[config.mk]
export PLATFORM = sky130hd
export DESIGN_NAME = timer_pwm_unit
export DESIGN_NICKNAME = d
export VERILOG_FILES = /design/src/verilog/timer_pwm_pkg.sv /design/src/verilog/pin_sync.sv /design/src/verilog/timer_pwm_unit.sv
export SDC_FILE = /design/constraint.sdc
export NUM_CORES = 1
export LEC_CHECK = 0
export ABC_AREA = 1
export BUFFER_PORTS_ARGS = -buffer_cell sky130_fd_sc_hd__buf_2
export CAP_MARGIN = 25
export CORE_MARGIN = 8
export CORE_UTILIZATION = 57
export DETAILED_ROUTE_END_ITERATION = 8
export HOLD_SLACK_MARGIN = 0.02
export PLACE_DENSITY = 0.77
export SYNTH_ARGS = -nofsm -noshare
export SYNTH_HDL_FRONTEND = slang
export SYNTH_SLANG_ARGS = --single-unit
[constraint.sdc]
create_clock -name core_clk_i -period 4.2 [get_ports core_clk_i]
set_input_delay 0.42 -clock core_clk_i [delete_from_list [all_inputs] [get_ports core_clk_i]]
set_output_delay 0.42 -clock core_clk_i [all_outputs]
set_load 0.01 [all_outputs]
[src/verilog/timer_pwm_pkg.sv]
// Shared constants, modes and carriers of the timer/PWM unit.
// Assumes one bus-side clock domain; all strobes are one-cycle pulses.
package timer_pwm_pkg;

  localparam int NUM_CH   = 2;
  localparam int CH_SEL_W = 1;
  localparam int PRESC_W  = 7;

  localparam logic [15:0]        CNT_ZERO     = 16'h0000;
  localparam logic [15:0]        CNT_ONE      = 16'h0001;
  localparam logic [15:0]        CNT_FREE_TOP = 16'hFFFF;
  localparam logic [PRESC_W-1:0] PRESC_ZERO   = 7'h00;
  localparam logic [PRESC_W-1:0] PRESC_ONE    = 7'h01;
  localparam logic [7:0]         BYTE_ZERO    = 8'h00;
  localparam logic [1:0]         PEND_NONE    = 2'h0;
  localparam int                 PEND_HI      = 1;
  localparam int                 PEND_LO      = 0;

  // Clock source select: zero stops the counter
  localparam logic [1:0] CLK_OFF = 2'h0;

  // Edge/level select encodings
  localparam logic [1:0] ELS_RISE   = 2'h1;
  localparam logic [1:0] ELS_FALL   = 2'h2;
  localparam logic [1:0] ELS_BOTH   = 2'h3;
  localparam logic [1:0] ELS_TOGGLE = 2'h1;
  localparam logic [1:0] ELS_CLEAR  = 2'h2;
  localparam logic [1:0] ELS_SET    = 2'h3;

  typedef enum logic [1:0] {
    MODE_CAPTURE    = 2'b00,
    MODE_COMPARE    = 2'b01,
    MODE_EDGE_PWM   = 2'b10,
    MODE_CENTRE_PWM = 2'b11
  } ch_mode_t;

  typedef enum logic {
    DIR_UP   = 1'b0,
    DIR_DOWN = 1'b1
  } count_dir_t;

  typedef struct packed {
    logic       center_align_select;
    logic [1:0] clock_source_select;
    logic [2:0] prescale;
  } tsc_cfg_t;

  typedef struct packed {
    logic [1:0] mode_sel;
    logic [1:0] edge_level_select;
  } ch_cfg_t;

  localparam tsc_cfg_t TSC_RST    = tsc_cfg_t'(6'h00);
  localparam ch_cfg_t  CH_CFG_RST = ch_cfg_t'(4'h0);

endpackage

[src/verilog/pin_sync.sv]
// Three-stage synchroniser with edge pulses for the channel input pins.
// Assumes pins are asynchronous to core_clk_i; an edge counts once the
// second and third stages agree on a new level.
`timescale 1ns/100ps
module pin_sync #(
  parameter int WIDTH = 2
) (
  input  logic             core_clk_i,
  input  logic             rst_b_i,
  input  logic             clk_en_i,
  input  logic [WIDTH-1:0] pin_i,
  output logic [WIDTH-1:0] rise_o,
  output logic [WIDTH-1:0] fall_o
);

  logic [WIDTH-1:0] s1_reg;
  logic [WIDTH-1:0] s2_reg;
  logic [WIDTH-1:0] s3_reg;
  logic [WIDTH-1:0] stable_reg;
  logic [WIDTH-1:0] stable_next;
  logic [WIDTH-1:0] upd;

  always_comb begin
    upd         = ~(s2_reg ^ s3_reg) & (s3_reg ^ stable_reg);
    stable_next = (stable_reg & ~upd) | (s3_reg & upd);
    rise_o      = upd & s3_reg;
    fall_o      = upd & ~s3_reg;
  end

  always_ff @(posedge core_clk_i or negedge rst_b_i) begin
    if (!rst_b_i) begin
      s1_reg     <= '0;
      s2_reg     <= '0;
      s3_reg     <= '0;
      stable_reg <= '0;
    end else if (clk_en_i) begin
      s1_reg     <= pin_i;
      s2_reg     <= s1_reg;
      s3_reg     <= s2_reg;
      stable_reg <= stable_next;
    end
  end

endmodule // pin_sync

[src/verilog/timer_pwm_unit.sv]
// Timer/PWM unit: 16-bit counter with prescaler, overflow flag and
// NUM_CH channels (capture, compare, edge and centre PWM).
// Assumes byte-wide register strobes from a CPU on core_clk_i and a
// debug-halt level from the debug logic on the same clock.
`timescale 1ns/100ps
module timer_pwm_unit (
  input  logic                                core_clk_i,
  input  logic                                rst_b_i,
  input  logic                                clk_en_i,
  input  logic                                debug_halt_mode_i,
  input  logic [7:0]                          wdata_i,
  input  logic                                tsc_wr_i,
  input  timer_pwm_pkg::tsc_cfg_t             tsc_cfg_i,
  input  logic                                cnt_wr_i,
  input  logic                                cnt_rd_hi_i,
  input  logic                                cnt_rd_lo_i,
  input  logic                                mod_wr_hi_i,
  input  logic                                mod_wr_lo_i,
  input  logic                                ovf_rd_i,
  input  logic                                ovf_clr_i,
  input  logic [timer_pwm_pkg::CH_SEL_W-1:0]  ch_sel_i,
  input  logic                                chsc_wr_i,
  input  timer_pwm_pkg::ch_cfg_t              ch_cfg_i,
  input  logic                                cv_wr_hi_i,
  input  logic                                cv_wr_lo_i,
  input  logic                                cv_rd_hi_i,
  input  logic                                cv_rd_lo_i,
  input  logic                                ch_flag_rd_i,
  input  logic                                ch_flag_clr_i,
  input  logic [timer_pwm_pkg::NUM_CH-1:0]    ch_pin_i,
  output logic [7:0]                          rdata_o,
  output logic                                overflow_flag_o,
  output logic [timer_pwm_pkg::NUM_CH-1:0]    channel_event_flag_o,
  output logic [timer_pwm_pkg::NUM_CH-1:0]    channel_out_o,
  output logic [15:0]                         counter_value_o
);
  import timer_pwm_pkg::*;

  // Returns {flag, armed}; a new event always wins and disarms the clear
  function automatic logic [1:0] flag_step(input logic flag,
                                           input logic armed,
                                           input logic rd,
                                           input logic clr,
                                           input logic evt);
    logic f;
    logic a;
    f = flag;
    a = armed;
    if (rd && flag) a = 1'b1;
    if (clr && armed) begin
      f = 1'b0;
      a = 1'b0;
    end
    if (evt) begin
      f = 1'b1;
      a = 1'b0;
    end
    return {f, a};
  endfunction

  function automatic ch_mode_t ch_mode(input ch_cfg_t cfg,
                                       input logic center);
    if (center) return MODE_CENTRE_PWM;
    else if (cfg.mode_sel[1]) return MODE_EDGE_PWM;
    else if (cfg.mode_sel[0]) return MODE_COMPARE;
    else return MODE_CAPTURE;
  endfunction

  function automatic logic [PRESC_W-1:0] presc_top(input logic [2:0] ps);
    return (PRESC_ONE << ps) - PRESC_ONE;
  endfunction

  // Timer state
  tsc_cfg_t           tsc_reg,       tsc_next;
  logic [PRESC_W-1:0] presc_reg,     presc_next;
  logic [15:0]        cnt_reg,       cnt_next;
  count_dir_t         dir_reg,       dir_next;
  logic [15:0]        mod_reg,       mod_next;
  logic [15:0]        mod_buf_reg,   mod_buf_next;
  logic [1:0]         mod_pend_reg,  mod_pend_next;
  logic               ovf_reg,       ovf_next;
  logic               ovf_armed_reg, ovf_armed_next;
  logic [7:0]         cnt_latch_reg, cnt_latch_next;
  logic               cnt_lv_reg,    cnt_lv_next;

  logic        clk_on;
  logic        running;
  logic        tick;
  logic        ovf_evt;
  logic [15:0] term;
  logic [7:0]  cnt_rbyte;
  logic [7:0]  cnt_lo;

  // Channel state
  ch_cfg_t     cfg_reg      [NUM_CH];
  ch_cfg_t     cfg_next     [NUM_CH];
  logic [15:0] cv_reg       [NUM_CH];
  logic [15:0] cv_next      [NUM_CH];
  logic [15:0] cv_buf_reg   [NUM_CH];
  logic [15:0] cv_buf_next  [NUM_CH];
  logic [1:0]  cv_pend_reg  [NUM_CH];
  logic [1:0]  cv_pend_next [NUM_CH];
  logic [15:0] duty_reg     [NUM_CH];
  logic [15:0] duty_next    [NUM_CH];
  logic [7:0]  cv_latch_reg [NUM_CH];
  logic [7:0]  cv_latch_next[NUM_CH];
  logic [NUM_CH-1:0] cv_lv_reg,    cv_lv_next;
  logic [NUM_CH-1:0] flag_reg,     flag_next;
  logic [NUM_CH-1:0] armed_reg,    armed_next;
  logic [NUM_CH-1:0] out_reg,      out_next;
  logic [7:0]        rdata_reg,    rdata_next;
  logic [NUM_CH-1:0] pin_rise;
  logic [NUM_CH-1:0] pin_fall;

  pin_sync #(
    .WIDTH (NUM_CH)
  ) u_pin_sync (
    .core_clk_i (core_clk_i),
    .rst_b_i    (rst_b_i),
    .clk_en_i   (clk_en_i),
    .pin_i      (ch_pin_i),
    .rise_o     (pin_rise),
    .fall_o     (pin_fall)
  );

  assign clk_on  = tsc_reg.clock_source_select != CLK_OFF;
  // Debug halt freezes the count so halted reads see a still value
  assign running = clk_on && !debug_halt_mode_i && clk_en_i;
  assign tick    = running && !cnt_wr_i
                   && (presc_reg == presc_top(tsc_reg.prescale));
  assign term    = (mod_reg == CNT_ZERO) ? CNT_FREE_TOP : mod_reg;
  assign cnt_lo  = cnt_reg[7:0];

  always_comb begin
    tsc_next      = tsc_wr_i ? tsc_cfg_i : tsc_reg;
    cnt_next      = cnt_reg;
    dir_next      = dir_reg;
    ovf_evt       = 1'b0;
    presc_next    = presc_reg;
    if (cnt_wr_i) begin
      cnt_next   = CNT_ZERO;
      presc_next = PRESC_ZERO;
      dir_next   = DIR_UP;
    end else if (running) begin
      presc_next = tick ? PRESC_ZERO : presc_reg + PRESC_ONE;
    end
    if (tick) begin
      if (!tsc_reg.center_align_select) begin
        if (cnt_reg == term) begin
          cnt_next = CNT_ZERO;
          ovf_evt  = 1'b1;
        end else begin
          cnt_next = cnt_reg + CNT_ONE;
        end
      end else begin
        case (dir_reg)
          DIR_UP: begin
            if (cnt_reg >= term) begin
              dir_next = DIR_DOWN;
              cnt_next = cnt_reg - CNT_ONE;
              ovf_evt  = 1'b1;
            end else begin
              cnt_next = cnt_reg + CNT_ONE;
            end
          end
          DIR_DOWN: begin
            if (cnt_reg == CNT_ZERO) begin
              dir_next = DIR_UP;
              cnt_next = CNT_ONE;
            end else begin
              cnt_next = cnt_reg - CNT_ONE;
            end
          end
          default: dir_next = DIR_UP;
        endcase
      end
    end
    // Modulo takes both bytes as one; a control write drops a half write
    mod_buf_next  = mod_buf_reg;
    mod_pend_next = mod_pend_reg;
    mod_next      = mod_reg;
    if (tsc_wr_i) begin
      mod_pend_next = PEND_NONE;
    end else begin
      if (mod_wr_hi_i) begin
        mod_buf_next[15:8]     = wdata_i;
        mod_pend_next[PEND_HI] = 1'b1;
      end
      if (mod_wr_lo_i) begin
        mod_buf_next[7:0]      = wdata_i;
        mod_pend_next[PEND_LO] = 1'b1;
      end
      if (&mod_pend_next) begin
        mod_next      = mod_buf_next;
        mod_pend_next = PEND_NONE;
      end
    end
    {ovf_next, ovf_armed_next} =
      flag_step(ovf_reg, ovf_armed_reg, ovf_rd_i, ovf_clr_i, ovf_evt);
    // Reading the high byte holds the low byte for a coherent pair
    cnt_latch_next = cnt_latch_reg;
    cnt_lv_next    = cnt_lv_reg;
    if (debug_halt_mode_i) begin
      if (tsc_wr_i || cnt_wr_i) cnt_lv_next = 1'b0;
    end else if (cnt_rd_hi_i) begin
      cnt_latch_next = cnt_reg[7:0];
      cnt_lv_next    = 1'b1;
    end else if (cnt_rd_lo_i) begin
      cnt_lv_next = 1'b0;
    end
    if (cnt_rd_hi_i) cnt_rbyte = cnt_reg[15:8];
    else if (debug_halt_mode_i || !cnt_lv_reg) cnt_rbyte = cnt_reg[7:0];
    else cnt_rbyte = cnt_latch_reg;
  end

  always_ff @(posedge core_clk_i or negedge rst_b_i) begin
    if (!rst_b_i) begin
      tsc_reg       <= TSC_RST;
      presc_reg     <= PRESC_ZERO;
      cnt_reg       <= CNT_ZERO;
      dir_reg       <= DIR_UP;
      mod_reg       <= CNT_ZERO;
      mod_buf_reg   <= CNT_ZERO;
      mod_pend_reg  <= PEND_NONE;
      ovf_reg       <= 1'b0;
      ovf_armed_reg <= 1'b0;
      cnt_latch_reg <= BYTE_ZERO;
      cnt_lv_reg    <= 1'b0;
    end else if (clk_en_i) begin
      tsc_reg       <= tsc_next;
      presc_reg     <= presc_next;
      cnt_reg       <= cnt_next;
      dir_reg       <= dir_next;
      mod_reg       <= mod_next;
      mod_buf_reg   <= mod_buf_next;
      mod_pend_reg  <= mod_pend_next;
      ovf_reg       <= ovf_next;
      ovf_armed_reg <= ovf_armed_next;
      cnt_latch_reg <= cnt_latch_next;
      cnt_lv_reg    <= cnt_lv_next;
    end
  end

  always_comb begin
    ch_mode_t md;
    logic     sel;
    logic     match;
    logic     evt;
    logic     ld;
    logic     act;
    logic     pwm_on;
    logic [1:0] els;
    md     = MODE_CAPTURE;
    sel    = 1'b0;
    match  = 1'b0;
    evt    = 1'b0;
    ld     = 1'b0;
    act    = 1'b0;
    pwm_on = 1'b0;
    els    = 2'h0;
    for (int i = 0; i < NUM_CH; i++) begin
      sel   = (ch_sel_i == CH_SEL_W'(i));
      md    = ch_mode(cfg_reg[i], tsc_reg.center_align_select);
      els   = cfg_reg[i].edge_level_select;
      match = tick && (cnt_next == cv_reg[i]);
      cfg_next[i]     = (sel && chsc_wr_i) ? ch_cfg_i : cfg_reg[i];
      cv_buf_next[i]  = cv_buf_reg[i];
      cv_pend_next[i] = cv_pend_reg[i];
      cv_next[i]      = cv_reg[i];
      if (sel && chsc_wr_i) begin
        cv_pend_next[i] = PEND_NONE;
      end else if (sel && md != MODE_CAPTURE) begin
        if (cv_wr_hi_i) begin
          cv_buf_next[i][15:8]     = wdata_i;
          cv_pend_next[i][PEND_HI] = 1'b1;
        end
        if (cv_wr_lo_i) begin
          cv_buf_next[i][7:0]      = wdata_i;
          cv_pend_next[i][PEND_LO] = 1'b1;
        end
      end
      // Buffered value moves over at a safe point of the count, or at once with the clock source off
      ld = 1'b0;
      if (&cv_pend_reg[i] && md != MODE_CAPTURE) begin
        if (!clk_on) ld = 1'b1;
        else if (md == MODE_COMPARE) ld = tick;
        else ld = tick && dir_reg == DIR_UP
                  && cnt_reg == term - CNT_ONE;
      end
      if (ld) begin
        cv_next[i]      = cv_buf_reg[i];
        cv_pend_next[i] = PEND_NONE;
      end
      evt = 1'b0;
      if (md == MODE_CAPTURE) begin
        case (els)
          ELS_RISE: evt = pin_rise[i];
          ELS_FALL: evt = pin_fall[i];
          ELS_BOTH: evt = pin_rise[i] | pin_fall[i];
          default:  evt = 1'b0;
        endcase
        if (evt) cv_next[i] = cnt_reg;
      end else begin
        evt = match;
      end
      // Centre duty is sampled at the period boundary only
      duty_next[i] = ovf_evt ? cv_next[i] : duty_reg[i];
      out_next[i]  = out_reg[i];
      act          = ~els[0];
      pwm_on = (duty_reg[i] != CNT_ZERO) && !duty_reg[i][15]
               && ((duty_reg[i] >= term) || (cnt_next < duty_reg[i]));
      case (md)
        MODE_COMPARE: begin
          if (match) begin
            case (els)
              ELS_TOGGLE: out_next[i] = ~out_reg[i];
              ELS_CLEAR:  out_next[i] = 1'b0;
              ELS_SET:    out_next[i] = 1'b1;
              default:    out_next[i] = out_reg[i];
            endcase
          end
        end
        MODE_EDGE_PWM: begin
          // Only a counter step moves the output, so clock off holds it
          if (tick) begin
            if (match) out_next[i] = ~act;
            else if (cnt_next == CNT_ZERO) out_next[i] = act;
          end
        end
        MODE_CENTRE_PWM: begin
          if (tick) out_next[i] = pwm_on ^ els[0];
        end
        default: out_next[i] = out_reg[i];
      endcase
      {flag_next[i], armed_next[i]} = flag_step(flag_reg[i], armed_reg[i],
        sel && ch_flag_rd_i, sel && ch_flag_clr_i, evt);
      cv_latch_next[i] = cv_latch_reg[i];
      cv_lv_next[i]    = cv_lv_reg[i];
      if (debug_halt_mode_i) begin
        if (sel && chsc_wr_i) cv_lv_next[i] = 1'b0;
      end else if (sel && cv_rd_hi_i) begin
        cv_latch_next[i] = cv_reg[i][7:0];
        cv_lv_next[i]    = 1'b1;
      end else if (sel && cv_rd_lo_i) begin
        cv_lv_next[i] = 1'b0;
      end
    end
    rdata_next = rdata_reg;
    if (cnt_rd_hi_i || cnt_rd_lo_i) rdata_next = cnt_rbyte;
    else if (cv_rd_hi_i) rdata_next = cv_reg[ch_sel_i][15:8];
    else if (cv_rd_lo_i) begin
      if (debug_halt_mode_i || !cv_lv_reg[ch_sel_i])
        rdata_next = cv_reg[ch_sel_i][7:0];
      else
        rdata_next = cv_latch_reg[ch_sel_i];
    end
  end

  always_ff @(posedge core_clk_i or negedge rst_b_i) begin
    if (!rst_b_i) begin
      for (int i = 0; i < NUM_CH; i++) begin
        cfg_reg[i]      <= CH_CFG_RST;
        cv_reg[i]       <= CNT_ZERO;
        cv_buf_reg[i]   <= CNT_ZERO;
        cv_pend_reg[i]  <= PEND_NONE;
        duty_reg[i]     <= CNT_ZERO;
        cv_latch_reg[i] <= BYTE_ZERO;
      end
      cv_lv_reg <= '0;
      flag_reg  <= '0;
      armed_reg <= '0;
      out_reg   <= '0;
      rdata_reg <= BYTE_ZERO;
    end else if (clk_en_i) begin
      for (int i = 0; i < NUM_CH; i++) begin
        cfg_reg[i]      <= cfg_next[i];
        cv_reg[i]       <= cv_next[i];
        cv_buf_reg[i]   <= cv_buf_next[i];
        cv_pend_reg[i]  <= cv_pend_next[i];
        duty_reg[i]     <= duty_next[i];
        cv_latch_reg[i] <= cv_latch_next[i];
      end
      cv_lv_reg <= cv_lv_next;
      flag_reg  <= flag_next;
      armed_reg <= armed_next;
      out_reg   <= out_next;
      rdata_reg <= rdata_next;
    end
  end

  assign rdata_o              = rdata_reg;
  assign overflow_flag_o      = ovf_reg;
  assign channel_event_flag_o = flag_reg;
  assign channel_out_o        = out_reg;
  assign counter_value_o      = cnt_reg;

  property p_wrap_ovf;
    @(posedge core_clk_i) disable iff (!rst_b_i)
    tick && !tsc_reg.center_align_select && cnt_reg == term
    |=> ovf_reg && cnt_reg == CNT_ZERO;
  endproperty
  a_wrap_ovf: assert property (p_wrap_ovf)
    else $error("overflow flag missing at counter wrap");

  property p_top_ovf;
    @(posedge core_clk_i) disable iff (!rst_b_i)
    tick && tsc_reg.center_align_select && dir_reg == DIR_UP
    && cnt_reg >= term |=> ovf_reg && dir_reg == DIR_DOWN;
  endproperty
  a_top_ovf: assert property (p_top_ovf)
    else $error("centre overflow flag missing at reversal");

  property p_event_wins;
    @(posedge core_clk_i) disable iff (!rst_b_i)
    clk_en_i && ovf_evt |=> ovf_reg && !ovf_armed_reg;
  endproperty
  a_event_wins: assert property (p_event_wins)
    else $error("overflow event lost or clear left armed");

  property p_cnt_clear;
    @(posedge core_clk_i) disable iff (!rst_b_i)
    clk_en_i && cnt_wr_i |=> cnt_reg == CNT_ZERO && presc_reg == PRESC_ZERO;
  endproperty
  a_cnt_clear: assert property (p_cnt_clear)
    else $error("counter write did not clear counter and prescaler");

  property p_halt_read;
    @(posedge core_clk_i) disable iff (!rst_b_i)
    clk_en_i && debug_halt_mode_i && cnt_rd_lo_i && !cnt_rd_hi_i
    |=> rdata_reg == $past(cnt_lo);
  endproperty
  a_halt_read: assert property (p_halt_read)
    else $error("halted counter read returned stale byte");

  property p_halt_unlatch;
    @(posedge core_clk_i) disable iff (!rst_b_i)
    clk_en_i && debug_halt_mode_i && (tsc_wr_i || cnt_wr_i)
    |=> !cnt_lv_reg;
  endproperty
  a_halt_unlatch: assert property (p_halt_unlatch)
    else $error("halted write left counter read latch set");

  property p_cmp_flag;
    @(posedge core_clk_i) disable iff (!rst_b_i)
    ch_mode(cfg_reg[0], tsc_reg.center_align_select) == MODE_COMPARE
    && tick && cnt_next == cv_reg[0] |=> flag_reg[0];
  endproperty
  a_cmp_flag: assert property (p_cmp_flag)
    else $error("compare match did not set channel flag");

  property p_cap_nowrite;
    @(posedge core_clk_i) disable iff (!rst_b_i)
    clk_en_i && ch_sel_i == CH_SEL_W'(0) && !chsc_wr_i
    && ch_mode(cfg_reg[0], tsc_reg.center_align_select) == MODE_CAPTURE
    && (cv_wr_hi_i || cv_wr_lo_i) |=> $stable(cv_buf_reg[0]);
  endproperty
  a_cap_nowrite: assert property (p_cap_nowrite)
    else $error("capture channel accepted a value write");

  property p_clk_off_freeze;
    @(posedge core_clk_i) disable iff (!rst_b_i)
    !clk_on ##1 !clk_on |-> $stable(out_reg);
  endproperty
  a_clk_off_freeze: assert property (p_clk_off_freeze)
    else $error("channel output moved with clock source off");

endmodule // timer_pwm_unit
# Word-level counts from Yosys, hierarchy flattened
# Index checks and enable logic that the tools add are counted.
[classes] add_sub_neg=5 magnitude_cmp=7 eq_ne=30 shift=1 muxes=117 n_bitwise=25 n_reduce_logical=106
[op_table] operator="2-to-1 mux 16 bit" n=16
[op_table] operator="2-to-1 mux 8 bit" n=11
[op_table] operator="2-to-1 mux 1 bit" n=67
[op_table] operator="== test 16 bit" n=4
[op_table] operator=">= comparator 16 bit" n=3
[op_table] operator="logical NOT 16 bit" n=3
[op_table] operator="nonzero test 3 bit" n=15
[op_table] operator="logical AND 1 bit" n=32
[op_table] operator="< comparator 16 bit" n=2
[op_table] operator="one-hot mux 16 bit (2 select lines)" n=1
[op_table] operator="AND reduction 2 bit" n=16
[op_table] operator="nonzero test 16 bit" n=2
[op_table] operator="subtractor 16 x 1 -> 16 bit, second input constant" n=2
[op_table] operator="AND reduction 3 bit" n=10
[op_table] operator="2-to-1 mux 2 bit" n=12
[op_table] operator="2-to-1 mux 7 bit" n=3
[op_table] operator="AND reduction 4 bit" n=5
[op_table] operator="one-hot mux 1 bit (3 select lines)" n=6
[op_table] operator="adder 16 x 1 -> 16 bit, second input constant" n=1
[op_table] operator="== test 2 bit, second input constant" n=8
[op_table] operator="AND reduction 7 bit" n=2
[op_table] operator="nonzero test 2 bit" n=7
[op_table] operator="inequality test 2 bit, second input constant" n=6
[op_table] operator="inverter 1 bit" n=10
[op_table] operator="21 further kinds" n=47
[word_totals] reg_bits=223 input_bits=40 output_inout_bits=29 word_cells=335

# Longest topological paths before layout
# Gate-level depths: netlist of run 1.
[logic_depth] ltp_word=13 depth_mapped=36 depth_no_buf=35

# Cells and area by module
# From an unflattened synthesis of run 1, not the netlist that was laid out.
[unflattened] hier_cells=2064 area_unflattened_um2=15123.3
[modules_own_cells] mod="timer_pwm_unit" instances=1 cells_each=2023 area_per_inst_um2=14767.9 seq_area_each_um2=5380.2
[modules_own_cells] mod="pin_sync" instances=1 cells_each=41 area_per_inst_um2=355.3 seq_area_each_um2=200.2

# Worst setup path after synthesis of run 1
# Ideal clock, no wire load.
[synth_path] kind="register to register" start="register mod_reg[9]" end="register out_reg[1] (netlist: channel_out_o[1])" setup_ns=0.119 arrival_time_ns=3.871 required_ns=4.081 slack_ns=0.210 stages_incl_launch_ff=35 n_path_buf=2 cell_sequence="dfrtp_1 nor2_2 nand2_1 nor2_2 nand2_2 buf_6 inv_2 nor2_1 ha_1 nand2_1 inv_1 nand3_1 nor3_1 nand3_1 nor3_2 nor2_2 nand3_4 buf_6 nand2_1 nand3_1 nand2_2 nand2_2 inv_1 ha_1 nand2_1 nor2_1 a211oi_1 o221a_2 nand2_1 nand2_1 nand3_1 nand3_1 nand2_1 nor2_1 nor2_1"
[synth_via] elab_chain_len=13 word_cells_on_any_way=24
[synth_rtl] element="from (decl)" line_no="timer_pwm_unit.sv:78" source="logic [15:0] mod_reg, mod_next;"
[synth_rtl] element="from (signal assigned)" line_no="timer_pwm_unit.sv:234" source="mod_reg <= mod_next;"
[synth_rtl] element="logical NOT 16 bit" line_no="timer_pwm_unit.sv:131" source="assign term = (mod_reg == CNT_ZERO) ? CNT_FREE_TOP : mod_reg;"
[synth_rtl] element="2-to-1 mux 16 bit *" line_no="timer_pwm_unit.sv:131"
[synth_rtl] element=">= comparator 16 bit" line_no="timer_pwm_unit.sv:158" source="if (cnt_reg >= term) begin"
[synth_rtl] element="2-to-1 mux 16 bit" line_no="timer_pwm_unit.sv:158"
[synth_rtl] element="one-hot mux 16 bit (2 select lines)" line_no="timer_pwm_unit.sv:156" source="case (dir_reg)"
[synth_rtl] element="2-to-1 mux 16 bit *" line_no="timer_pwm_unit.sv:148" source="if (!tsc_reg.center_align_select) begin"
[synth_rtl] element="2-to-1 mux 16 bit *" line_no="timer_pwm_unit.sv:147" source="if (tick) begin"
[synth_rtl] element="via cnt_next[11]" line_no="timer_pwm_unit.sv:76" source="logic [15:0] cnt_reg, cnt_next;"
[synth_rtl] element="< comparator 16 bit" line_no="timer_pwm_unit.sv:311" source="&& ((duty_reg[i] >= term) || (cnt_next < duty_reg[i]));"
[synth_rtl] element="logical OR 1 bit" line_no="timer_pwm_unit.sv:311"
[synth_rtl] element="logical AND 1 bit" line_no="timer_pwm_unit.sv:311"
[synth_rtl] element="bitwise XOR 1 bit" line_no="timer_pwm_unit.sv:331" source="if (tick) out_next[i] = pwm_on ^ els[0];"
[synth_rtl] element="2-to-1 mux 1 bit" line_no="timer_pwm_unit.sv:331"
[synth_rtl] element="one-hot mux 1 bit (3 select lines)" line_no="timer_pwm_unit.sv:312" source="case (md)"
[synth_rtl] element="to (signal assigned)" line_no="timer_pwm_unit.sv:386" source="out_reg <= out_next;"
[synth_rtl] element="to (decl)" line_no="timer_pwm_unit.sv:110" source="logic [NUM_CH-1:0] out_reg, out_next;"
# Mark *: on every way through the listed nets, which the timed path passes. The rest lies on a longest branch. The select of a mux whose other input is x is not followed.
# A chain may end at the register's enable or synchronous reset.

# Worst setup path in the final report of run 1
[layout_path] start="register mod_reg[0]" end="register out_reg[1] (netlist: channel_out_o[1])"
# Same word-level chain as after synthesis.

==> out/qor.json, run 1 <==
{
  "run_status": "finished with violations",
  "violated_checks": "setup timing",
  "multi_input_area_sq_um": 8410,
  "worst_hold_stages": 3,
  "crit_path_max_fo": 6,
  "clock_network_latency_to_the_later_pin_of_the_worst_skew_pair_ns": 0.55,
  "grt_pass1_wl_microns": 79300,
  "max-slew-margin-rel_pct": 46.6,
  "fin_worst_skew_ns": 0.0111,
  "ys_seq_area_share_pct": 37.0,
  "die-width_microns": 179,
  "timing.critical_path.slowest_stage_cell": "dfrtp_1",
  "cts_tree": "done",
  "period_minus_slack_ns": 4.29,
  "synthMostInstantiatedCell": "nand2_1",
  "final_layout_size_suffix_gt1_share_pct": 17.1,
  "worstPathArrival_ns": 4.77,
  "clk_pin_slew_worst_paths_ns": 0.06,
  "synth_top_cell_area_share_pct": 37.0,
  "tritoncts_buffers": 25,
  "critical_path_buffer_and_inverter_count": 6,
  "fmaxAchievable_mhz": 233,
  "grt_use_total_pct": 32.4,
  "num_vias": 15132,
  "vias_per_cell": 5.84,
  "worstRegToRegCells": 34,
  "global_placer_s_final_weighted_congestion": 1.01,
  "hold_path_class": "in2reg",
  "synth.avg_cell_area_sq_um": 7.22,
  "layout.nets": 2358,
  "number_of_register_bits_inferred_by_synthesis": 223,
  "first_iter_violations": 1519,
  "cp_dominant_cell_by_count": "nand2_2",
  "setup.worst_path.class": "reg2reg",
  "syn_area_sq_um": 15100,
  "hpwl_microns": 40400,
  "h_tree_level_count": 1,
  "timing.final.hold_violations": 0,
  "detailed_route_wl_microns": 52200,
  "drt_drc_violations_left": 0,
  "timing.critical_path.to_type": "flip-flop",
  "critical_path.startpoint_type": "flip-flop",
  "postSynthNetCount": 2209,
  "drtPass1Iterations": 5,
  "finalCritPeriodShare_pct": 102,
  "floorplan.initialDensity_pct": 58.0,
  "yosysWarnings": 0,
  "max_cap_viol_count": 0,
  "ys_async_sr_fraction_pct": 100,
  "regArea_sq_um": 5580,
  "filler_cell_count": 2241,
  "synth_cell_types": 49,
  "power_per_cell_area_nw_per_um2": 429,
  "grt_start_max_net_pins": 87,
  "peakVddDrop_mv": 0.448,
  "grt_pass1_vias": 14176,
  "synth_to_final_area_change_pct": 17.0,
  "antenna_found_initial": 2,
  "post_synth_inst_count": 2089,
  "timing.final.setup_violations": 2,
  "core_area_sq_um": 26000,
  "top_cells_by_area_synth": "dfrtp_1 37%, nand2_1 13%, o21ai_0 7.7%",
  "synth_top_flop_cell": "dfrtp_1",
  "placement_rows": 59,
  "regToRegSetupSlack_ns": -0.09,
  "cts.path.max_buffers": 3,
  "placement.io_buffers": 68,
  "num_io_pins": 69,
  "rsz0062_at_grt": "yes",
  "average_detailed_routed_wire_length_per_instance_microns": 20.1,
  "ctsRootBufferMaster": "clkbuf_16",
  "grt-ovfl-total": 0,
  "die_height_microns": 179,
  "numClockSinks": 223,
  "floorplan.die_area_sq_um": 31900,
  "cp_slowest_stage_delay_ns": 0.38,
  "worstPathRequired_ns": 4.67,
  "timing.critical_path.max_delay_family": "simple AND/OR/NAND/NOR gates",
  "final_critical_path_setup_slack_ns": -0.0943,
  "tightest_slew_ns": 0.798,
  "design_power_total_mw": 7.56,
  "number_of_nets_still_failing_antenna_checks_after_routing": 0,
  "n_antenna_cell": 0,
  "static-leakage-power_nw": 8.91,
  "synth_enable_flop_cells": 0,
  "post_synth_top_cells": "525 x nand2_1, 245 x inv_1, 231 x o21ai_0, 223 x dfrtp_1, 156 x nand3_1",
  "critical_path_depth": 34,
  "netlist.top_cell.by_area": "dfrtp_1",
  "timing.final.max_slew_violations": 0,
  "placement.setup.worst_slack_ns": -0.148
}
-- stage by stage --
stage	hold slack, ns	area, sq um	util [%]	TNS, ns	cells
5_1_grt	0.102	17600	67.9	-1.63	2592
4_1_cts	0.0696	17300	66.5	0	2575
3_3_place_gp	0.456	16300	62.8	0	2521
6_report	0.0758	17600	67.9	-0.105	2592
3_5_place_dp	0.447	16300	62.8	-0.259	2522
2_1_floorplan	0.124	15100	-	0	2089
-- worst paths after layout --
check,from,endpoint
worst max-delay path,mod_reg[0],channel_out_o[1]
worst min-delay path,ch_pin_i[0],u_pin_sync.s1_reg[0]
worst max register to register,mod_reg[0],channel_out_o[1]
worst min register to register,rdata_o[4],rdata_o[4]
max in group asynchronous,rst_b_i,cv_reg[11]
min in group asynchronous,rst_b_i,cnt_latch_reg[3]
-- cell type report --
class                      instances  area share [%]
clock buffer                      32            3.98
clock inverter                    14           0.695
tap                              335            2.38
inverter                         255            5.46
timing repair buffer             203            8.15
multi-input combinational       1530            47.7
sequential                       223            31.6
-- report_power, final --
group / total [mW] / switching (mW) / internal [mW]
registers: 2.96 / 0.416 / 2.54
clock network: 2.20 / 0.951 / 1.25
logic: 2.40 / 1.51 / 0.886
total: 7.56 / 2.88 / 4.68
-- worst reg2reg max path, delay by kind of cell (launching register included) --
family                   cells  cell delay [ns]
flip-flops                   1             0.38
AO/OA/AOI/OAI                4             0.69
adder cells (fa/ha/maj)      2             0.43
AND/OR/NAND/NOR             22             2.19
buffers and inverters        6             0.54
-- metal layers --
layer | global-route usage [%] | up-vias | part of all wire, %
li1 | - | 7205 | -
met4 | 17.2 | 4 | 6.1
met5 | 0 | - | 0.048
met1 | 42.1 | 7063 | 41
met2 | 49.5 | 697 | 43
met3 | 7.66 | 163 | 9.7
-- cell usage in the layout (no fill, tap or decap), types with 34 or more instances in the layout --
master | Yosys | layout
nand2_1 | 525 | 513
inv_1 | 245 | 235
o21ai_0 | 231 | 224
dfrtp_1 | 223 | 223
nand3_1 | 156 | 154
nor2_1 | 147 | 140
buf_4 | 3 | 123
ha_1 | 80 | 73
o21ai_1 | 66 | 69
buf_2 | 10 | 67
xor2_1 | 49 | 49
a21oi_1 | 54 | 48
nand2_2 | 26 | 34
-- cells by family after synthesis --
group / after synthesis / share of synthesized area (%)
and+or+nand+nor: 953 / 27.6
muxes: 8 / 0.598
adders and majority gates: 80 / 6.64
DFF: 223 / 37.0
AOI/OAI and AO/OA: 432 / 15.9
xor gates and xnor gates: 57 / 3.31
buffers and inverters: 336 / 8.97
-- repair_timing --
action                                  in CTS  in global routing
hold buffers                                 1                  0
setup buffers                                6                 16
endpoints found under the hold margin       83                  0
pin swaps                                    9                 36
endpoints found under the setup margin       2                 72
resized for setup                           15                 64
Note: power is estimated with default switching activity, not from simulation.
==> run 2: changes to the inputs <==
--- a/config.mk
+++ b/config.mk
@@ -13,6 +13,7 @@
 export DETAILED_ROUTE_END_ITERATION = 8
 export HOLD_SLACK_MARGIN = 0.02
 export PLACE_DENSITY = 0.77
+export RECOVER_POWER = 100
 export SYNTH_ARGS = -nofsm -noshare
 export SYNTH_HDL_FRONTEND = slang
 export SYNTH_SLANG_ARGS = --single-unit
==> run 2 against run 1 <==
Compared with the run above:
- the flow finishes with violations (capacitance limit, slew limit, setup timing)
- register-to-register slack hardly changed
- largest power group unchanged
- sequential share of layout area is 0.21 points higher
- die area stayed put
- sequential cell count stayed put
- non-clock buffer count stayed put
- critical endpoint unchanged
- highest routed layer unchanged
==> out/qor.json, run 2 (synthesis gave the netlist of run 1 again) <==
{
  "num_io_pins": 69,
  "antenna_found_initial": 2,
  "violated_checks": "capacitance limit, slew limit, setup timing",
  "startpoint": "mod_reg[0]",
  "fin_worst_skew_ns": 0.0143,
  "finalCritPeriodShare_pct": 102,
  "placed_cell_area_sq_um": 16300,
  "critical_path_depth": 34,
  "first_iter_violations": 1577,
  "drt_drc_violations_left": 0,
  "regToRegSetupSlack_ns": -0.09,
  "numClockSinks": 223,
  "power.clock.fraction_pct": 29.2,
  "placement.setup.worst_slack_ns": -0.148,
  "final_critical_path_setup_slack_ns": -0.0866,
  "vias_per_cell": 5.83,
  "tritoncts_buffers": 25,
  "timing.critical_path.to_type": "flip-flop",
  "hold_path_class": "in2reg",
  "worstPathArrival_ns": 4.76,
  "final_layout_size_suffix_gt1_share_pct": 15.6,
  "placement_rows": 59,
  "cp-endpoint": "channel_out_o[1]",
  "worstReg2RegStart": "mod_reg[0]",
  "switchingPower_mw": 2.88,
  "critical_path.startpoint_type": "flip-flop",
  "worstRegToRegCells": 34,
  "peakVddDrop_mv": 0.447,
  "placed_cells_incl_taps": 2522,
  "floorplan.die_area_sq_um": 31900,
  "grt_pass1_vias": 14176,
  "ctsRootBufferMaster": "clkbuf_16",
  "placement.io_buffers": 68,
  "fmaxAchievable_mhz": 233,
  "seqPwrFrac_pct": 39.3,
  "worstPathRequired_ns": 4.67,
  "grt_use_total_pct": 32.4,
  "filler_cell_count": 2271,
  "critical_path_buffer_and_inverter_count": 6,
  "timing.critical_path.max_delay_family": "simple AND/OR/NAND/NOR gates",
  "rsz0062_at_grt": "yes",
  "cp_slowest_stage_delay_ns": 0.39,
  "average_detailed_routed_wire_length_per_instance_microns": 20.1,
  "netSwitchingFraction_pct": 38.1,
  "power_per_cell_area_nw_per_um2": 430,
  "grt_pass1_wl_microns": 79300,
  "cts_tree": "done",
  "final_common_cell": "nand2_1",
  "cp_dominant_cell_by_count": "nand2_2",
  "timing.critical_path.slowest_stage_cell": "dfrtp_1",
  "max_cap_viol_count": 1,
  "r2r-end": "channel_out_o[1]",
  "clk_pin_slew_worst_paths_ns": 0.06,
  "crit_path_max_fo": 6,
  "global_placer_s_final_weighted_congestion": 1.01,
  "die-width_microns": 179,
  "floorplan.initialDensity_pct": 58.0,
  "setup_tns_ns": -0.0979,
  "tightest_slew_ns": 2.17,
  "regArea_sq_um": 5580,
  "timing.final.setup_violations": 2,
  "number_of_nets_still_failing_antenna_checks_after_routing": 0,
  "drtPass1Iterations": 6,
  "worst_hold_stages": 3,
  "core_area_sq_um": 26000,
  "max-slew-margin-rel_pct": -44.8,
  "clock_network_latency_to_the_later_pin_of_the_worst_skew_pair_ns": 0.56,
  "design_power_total_mw": 7.54,
  "static-leakage-power_nw": 8.77,
  "die_height_microns": 179,
  "commonest_non_fill_non_tap_cells_in_the_layout": "513 x nand2_1, 235 x inv_1, 224 x o21ai_0",
  "layout.nets": 2358,
  "finalInstanceArea_sq_um": 17500,
  "fin_util_pct": 67.4,
  "hpwl_microns": 40400,
  "grt-ovfl-total": 0,
  "run_status": "finished with violations",
  "num_vias": 15110,
  "grt_start_max_net_pins": 87,
  "period_minus_slack_ns": 4.29,
  "hold_ws_ns": 0.0776,
  "cts.path.max_buffers": 3,
  "multi_input_area_sq_um": 8410,
  "h_tree_level_count": 1,
  "p_int_mw": 4.67,
  "synth_to_final_area_change_pct": 16.2,
  "instances_no_fill": 2593,
  "timing.final.hold_violations": 0,
  "comb_power_share_pct": 31.6,
  "setup.worst_path.class": "reg2reg",
  "timing.final.max_slew_violations": 87,
  "detailed_route_wl_microns": 52200
}
## run 2: cell types whose count changed in the layout (fill, tap and decap cells not counted), sizes merged
cell      change
clkbuf       +36
diode         +1
clkinvlp      +1
buf          -36
clkinv        -1
## run 2: metal layers
metal / GRT usage, % / share of wire (%) / up-vias
met5: 0 / 0.025 / -
met4: 17.2 / 5.9 / 2
met3: 7.66 / 9.7 / 149
met2: 49.5 / 44 / 716
met1: 42.1 / 41 / 7037
li1: - / - / 7206
## run 2: how the worst min path moves through the flow
stage / start / endpoint / slack (ns)
global route: ch_pin_i[1] / u_pin_sync.s1_reg[1] / 0.10
CTS: ch_pin_i[0] / u_pin_sync.s1_reg[0] / 0.07
floorplan: rst_b_i / async pin / 0.12
finish: ch_pin_i[0] / u_pin_sync.s1_reg[0] / 0.08
global placement: rst_b_i / cnt_latch_reg[4] / 0.46
detailed placement: rst_b_i / cnt_latch_reg[1] / 0.45
## run 2: power groups by stage
stage	combinational [mW]	sequential, mW	clock, mW
CTS	2.27	2.93	2.21
global placement	2.18	2.95	0
floorplan	1.51	2.81	0
global route	2.64	2.99	2.30
finish	2.38	2.96	2.20
detailed placement	2.25	2.96	0
## run 2: tightest hold or removal path, stage by stage
cell     delay [ns]
buf_2          0.07
nand2_1        0.04
o21ai_0        0.05
## run 2: area by class of cell
class | instances | area share [%]
sequential | 223 | 31.8
clock inverter | 14 | 0.700
antenna | 1 | 0.0143
inverter | 255 | 5.50
multi-input combinational | 1530 | 48.0
tap | 335 | 2.39
timing repair buffer | 203 | 7.56
clock buffer | 32 | 4.01
## run 2: repair_timing
action / in CTS / in global routing
pin swaps: 9 / 36
hold buffers: 1 / 0
resized for setup: 15 / 64
gates cloned: 0 / 0
buffers inserted: 6 / 16
setup endpoints to repair: 2 / 72
hold endpoints to repair: 83 / 0
==> run 3: changes to the inputs <==
--- a/config.mk
+++ b/config.mk
@@ -13,7 +13,7 @@
 export DETAILED_ROUTE_END_ITERATION = 8
 export HOLD_SLACK_MARGIN = 0.02
 export PLACE_DENSITY = 0.77
-export RECOVER_POWER = 100
+export SETUP_SLACK_MARGIN = 0.5
 export SYNTH_ARGS = -nofsm -noshare
 export SYNTH_HDL_FRONTEND = slang
 export SYNTH_SLANG_ARGS = --single-unit
==> run 3 against run 2 <==
Compared with the run above:
- the flow now finishes without violations
- register-to-register slack improved by 0.11 ns
- largest power group unchanged
- critical endpoint is now cv_reg[26]
- clock power rose by 3%
- total power rose by 9.0%
==> out/qor.json, run 3 (synthesis gave the netlist of run 1 again) <==
{
  "run_status": "finished clean",
  "floorplan.die_area_sq_um": 31900,
  "critical_path.startpoint_type": "flip-flop",
  "static-leakage-power_nw": 9.45,
  "seqPwrFrac_pct": 37.0,
  "drt_drc_violations_left": 0,
  "tritoncts_buffers": 26,
  "placement.setup.worst_slack_ns": -0.0947,
  "rsz0062_at_grt": "yes",
  "hpwl_microns": 40700,
  "timing.final.max_slew_violations": 0,
  "h_tree_level_count": 1,
  "die-width_microns": 179,
  "fin_worst_skew_ns": 0.0223,
  "hold_ws_ns": 0.0607,
  "antenna_found_initial": 2,
  "worstRegToRegCells": 24,
  "num_io_pins": 69,
  "grt_start_max_net_pins": 122,
  "grt-ovfl-total": 0,
  "worstPathRequired_ns": 4.61,
  "floorplan.initialDensity_pct": 58.0,
  "worstPathArrival_ns": 4.59,
  "num_vias": 16138,
  "average_detailed_routed_wire_length_per_instance_microns": 22.3,
  "finalCritPeriodShare_pct": 99.5,
  "numClockSinks": 223,
  "max-slew-margin-rel_pct": 24.0,
  "hold_path_class": "in2reg",
  "grt_use_total_pct": 35.0,
  "grt_pass1_vias": 15402,
  "placement.io_buffers": 68,
  "grt_pass1_wl_microns": 86100,
  "cts_tree": "done",
  "period_minus_slack_ns": 4.18,
  "placement_rows": 59,
  "tightest_slew_ns": 1.14,
  "design_power_total_mw": 8.22,
  "number_of_nets_still_failing_antenna_checks_after_routing": 0,
  "timing.final.hold_violations": 0,
  "clk_pin_slew_worst_paths_ns": 0.06,
  "power.clock.fraction_pct": 27.7,
  "commonest_non_fill_non_tap_cells_in_the_layout": "461 x nand2_1, 224 x inv_1, 223 x dfrtp_1",
  "max_cap_viol_count": 0,
  "timing.final.setup_violations": 0,
  "core_area_sq_um": 26000,
  "global_placer_s_final_weighted_congestion": 1.06,
  "regToRegSetupSlack_ns": 0.02,
  "n_antenna_cell": 0,
  "crit_chain": "nor2_2 -> buf_4 -> nand2_2 -> ha_4 -> xnor2_2 -> xor2_1 -> inv_1 -> nor3_2 -> nand3_2 -> buf_6 -> nor4_4 -> nand4_1 -> nor2_1 -> nand3b_1 -> nand2_1 -> inv_2 -> o21ai_4 -> buf_12 -> nand2_8 -> buf_12 -> nand2_2 -> nand3_1 -> o21ai_1 -> o21ai_1",
  "timing.critical_path.slowest_stage_cell": "dfrtp_1",
  "switchingPower_mw": 3.25,
  "r2r-end": "cv_reg[26]",
  "startpoint": "tsc_reg[2]",
  "final_critical_path_setup_slack_ns": 0.0228,
  "synth_to_final_area_change_pct": 27.9,
  "setup.worst_path.class": "reg2reg",
  "ctsRootBufferMaster": "clkbuf_16",
  "crit_path_max_fo": 8,
  "timing.critical_path.to_type": "flip-flop",
  "peakVddDrop_mv": 0.399,
  "netSwitchingFraction_pct": 39.5,
  "critical_path_depth": 24,
  "cp_slowest_stage_delay_ns": 0.41,
  "cts.path.max_buffers": 3,
  "die_height_microns": 179,
  "layout.nets": 2407,
  "cp-endpoint": "cv_reg[26]",
  "comb_power_share_pct": 35.3,
  "final_common_cell": "nand2_1",
  "power_per_cell_area_nw_per_um2": 426,
  "fmaxAchievable_mhz": 239,
  "p_int_mw": 4.97,
  "worstReg2RegStart": "tsc_reg[2]",
  "clock_network_latency_to_the_later_pin_of_the_worst_skew_pair_ns": 0.57,
  "detailed_route_wl_microns": 58900,
  "drtPass1Iterations": 7,
  "first_iter_violations": 1714,
  "vias_per_cell": 6.12,
  "critical_path_buffer_and_inverter_count": 6,
  "final_layout_size_suffix_gt1_share_pct": 26.3,
  "timing.critical_path.max_delay_family": "simple AND/OR/NAND/NOR gates"
}
[run 3: worst min path at each step]
stage / startpoint / to / depth (start not counted)
2_1_floorplan: rst_b_i / async pin / 0
3_3_place_gp: rdata_o[2] / rdata_o[2] / 2
3_5_place_dp: rdata_o[3] / rdata_o[3] / 2
4_1_cts: ch_pin_i[1] / u_pin_sync.s1_reg[1] / 3
5_1_grt: tsc_cfg_i[1] / tsc_reg[1] / 2
6_report: ch_pin_i[1] / u_pin_sync.s1_reg[1] / 3
[run 3: power by group through the flow]
stage	clock network [mW]	registers, mW	logic, mW
after global placement	0	2.94	2.22
after global routing	2.34	3.06	3.17
after detailed placement	0	2.97	2.29
final	2.27	3.04	2.90
after floorplan	0	2.81	1.52
after CTS	2.26	2.95	2.61
[run 3: layer usage]
metal  share of wire (%)  global-route usage, %
met5               0.022                      0
met4                 7.3                   20.8
met3                  11                   7.01
met2                  44                   54.1
met1                  38                   45.0
[run 3: what timing repair did]
action                                  CTS  global route
endpoints found under the setup margin   74            75
hold buffers                              1             0
resized for setup                       187           176
pin swaps                                79           103
setup buffers                            43            12
endpoints found under the hold margin    11             0
gates cloned                              4             0
[run 3: layout make-up]
class / count / area, sq um
Clock inverter: 6 / 111
Clock buffer: 35 / 714
Fill cell: 1990 / 6700
Tap cell: 335 / 419
Multi-Input combinational cell: 1532 / 9540
Inverter: 255 / 978
Timing Repair Buffer: 249 / 1940
Sequential cell: 223 / 5580
[run 3: per-stage QoR]
step | instances | TNS (ns) | cell area [sq um] | utilization (%)
after floorplan | 2089 | 0 | 15200 | -
after global placement | 2534 | -0.0327 | 16500 | 63.6
after detailed placement | 2534 | -0.178 | 16500 | 63.6
after CTS | 2623 | 0 | 18400 | 70.8
after global routing | 2635 | -0.808 | 19300 | 74.2
final | 2635 | 0 | 19300 | 74.2
[run 3: worst register-to-register path, stage by stage (launching register included)]
cell	delay, ns
dfrtp_1	0.41
nor2_2	0.16
buf_4	0.14
nand2_2	0.07
ha_4	0.19
xnor2_2	0.18
xor2_1	0.23
inv_1	0.12
nor3_2	0.21
nand3_2	0.11
buf_6	0.16
nor4_4	0.29
nand4_1	0.11
nor2_1	0.11
nand3b_1	0.28
nand2_1	0.17
inv_2	0.08
o21ai_4	0.12
buf_12	0.15
nand2_8	0.07
buf_12	0.18
nand2_2	0.06
nand3_1	0.09
o21ai_1	0.20
o21ai_1	0.14
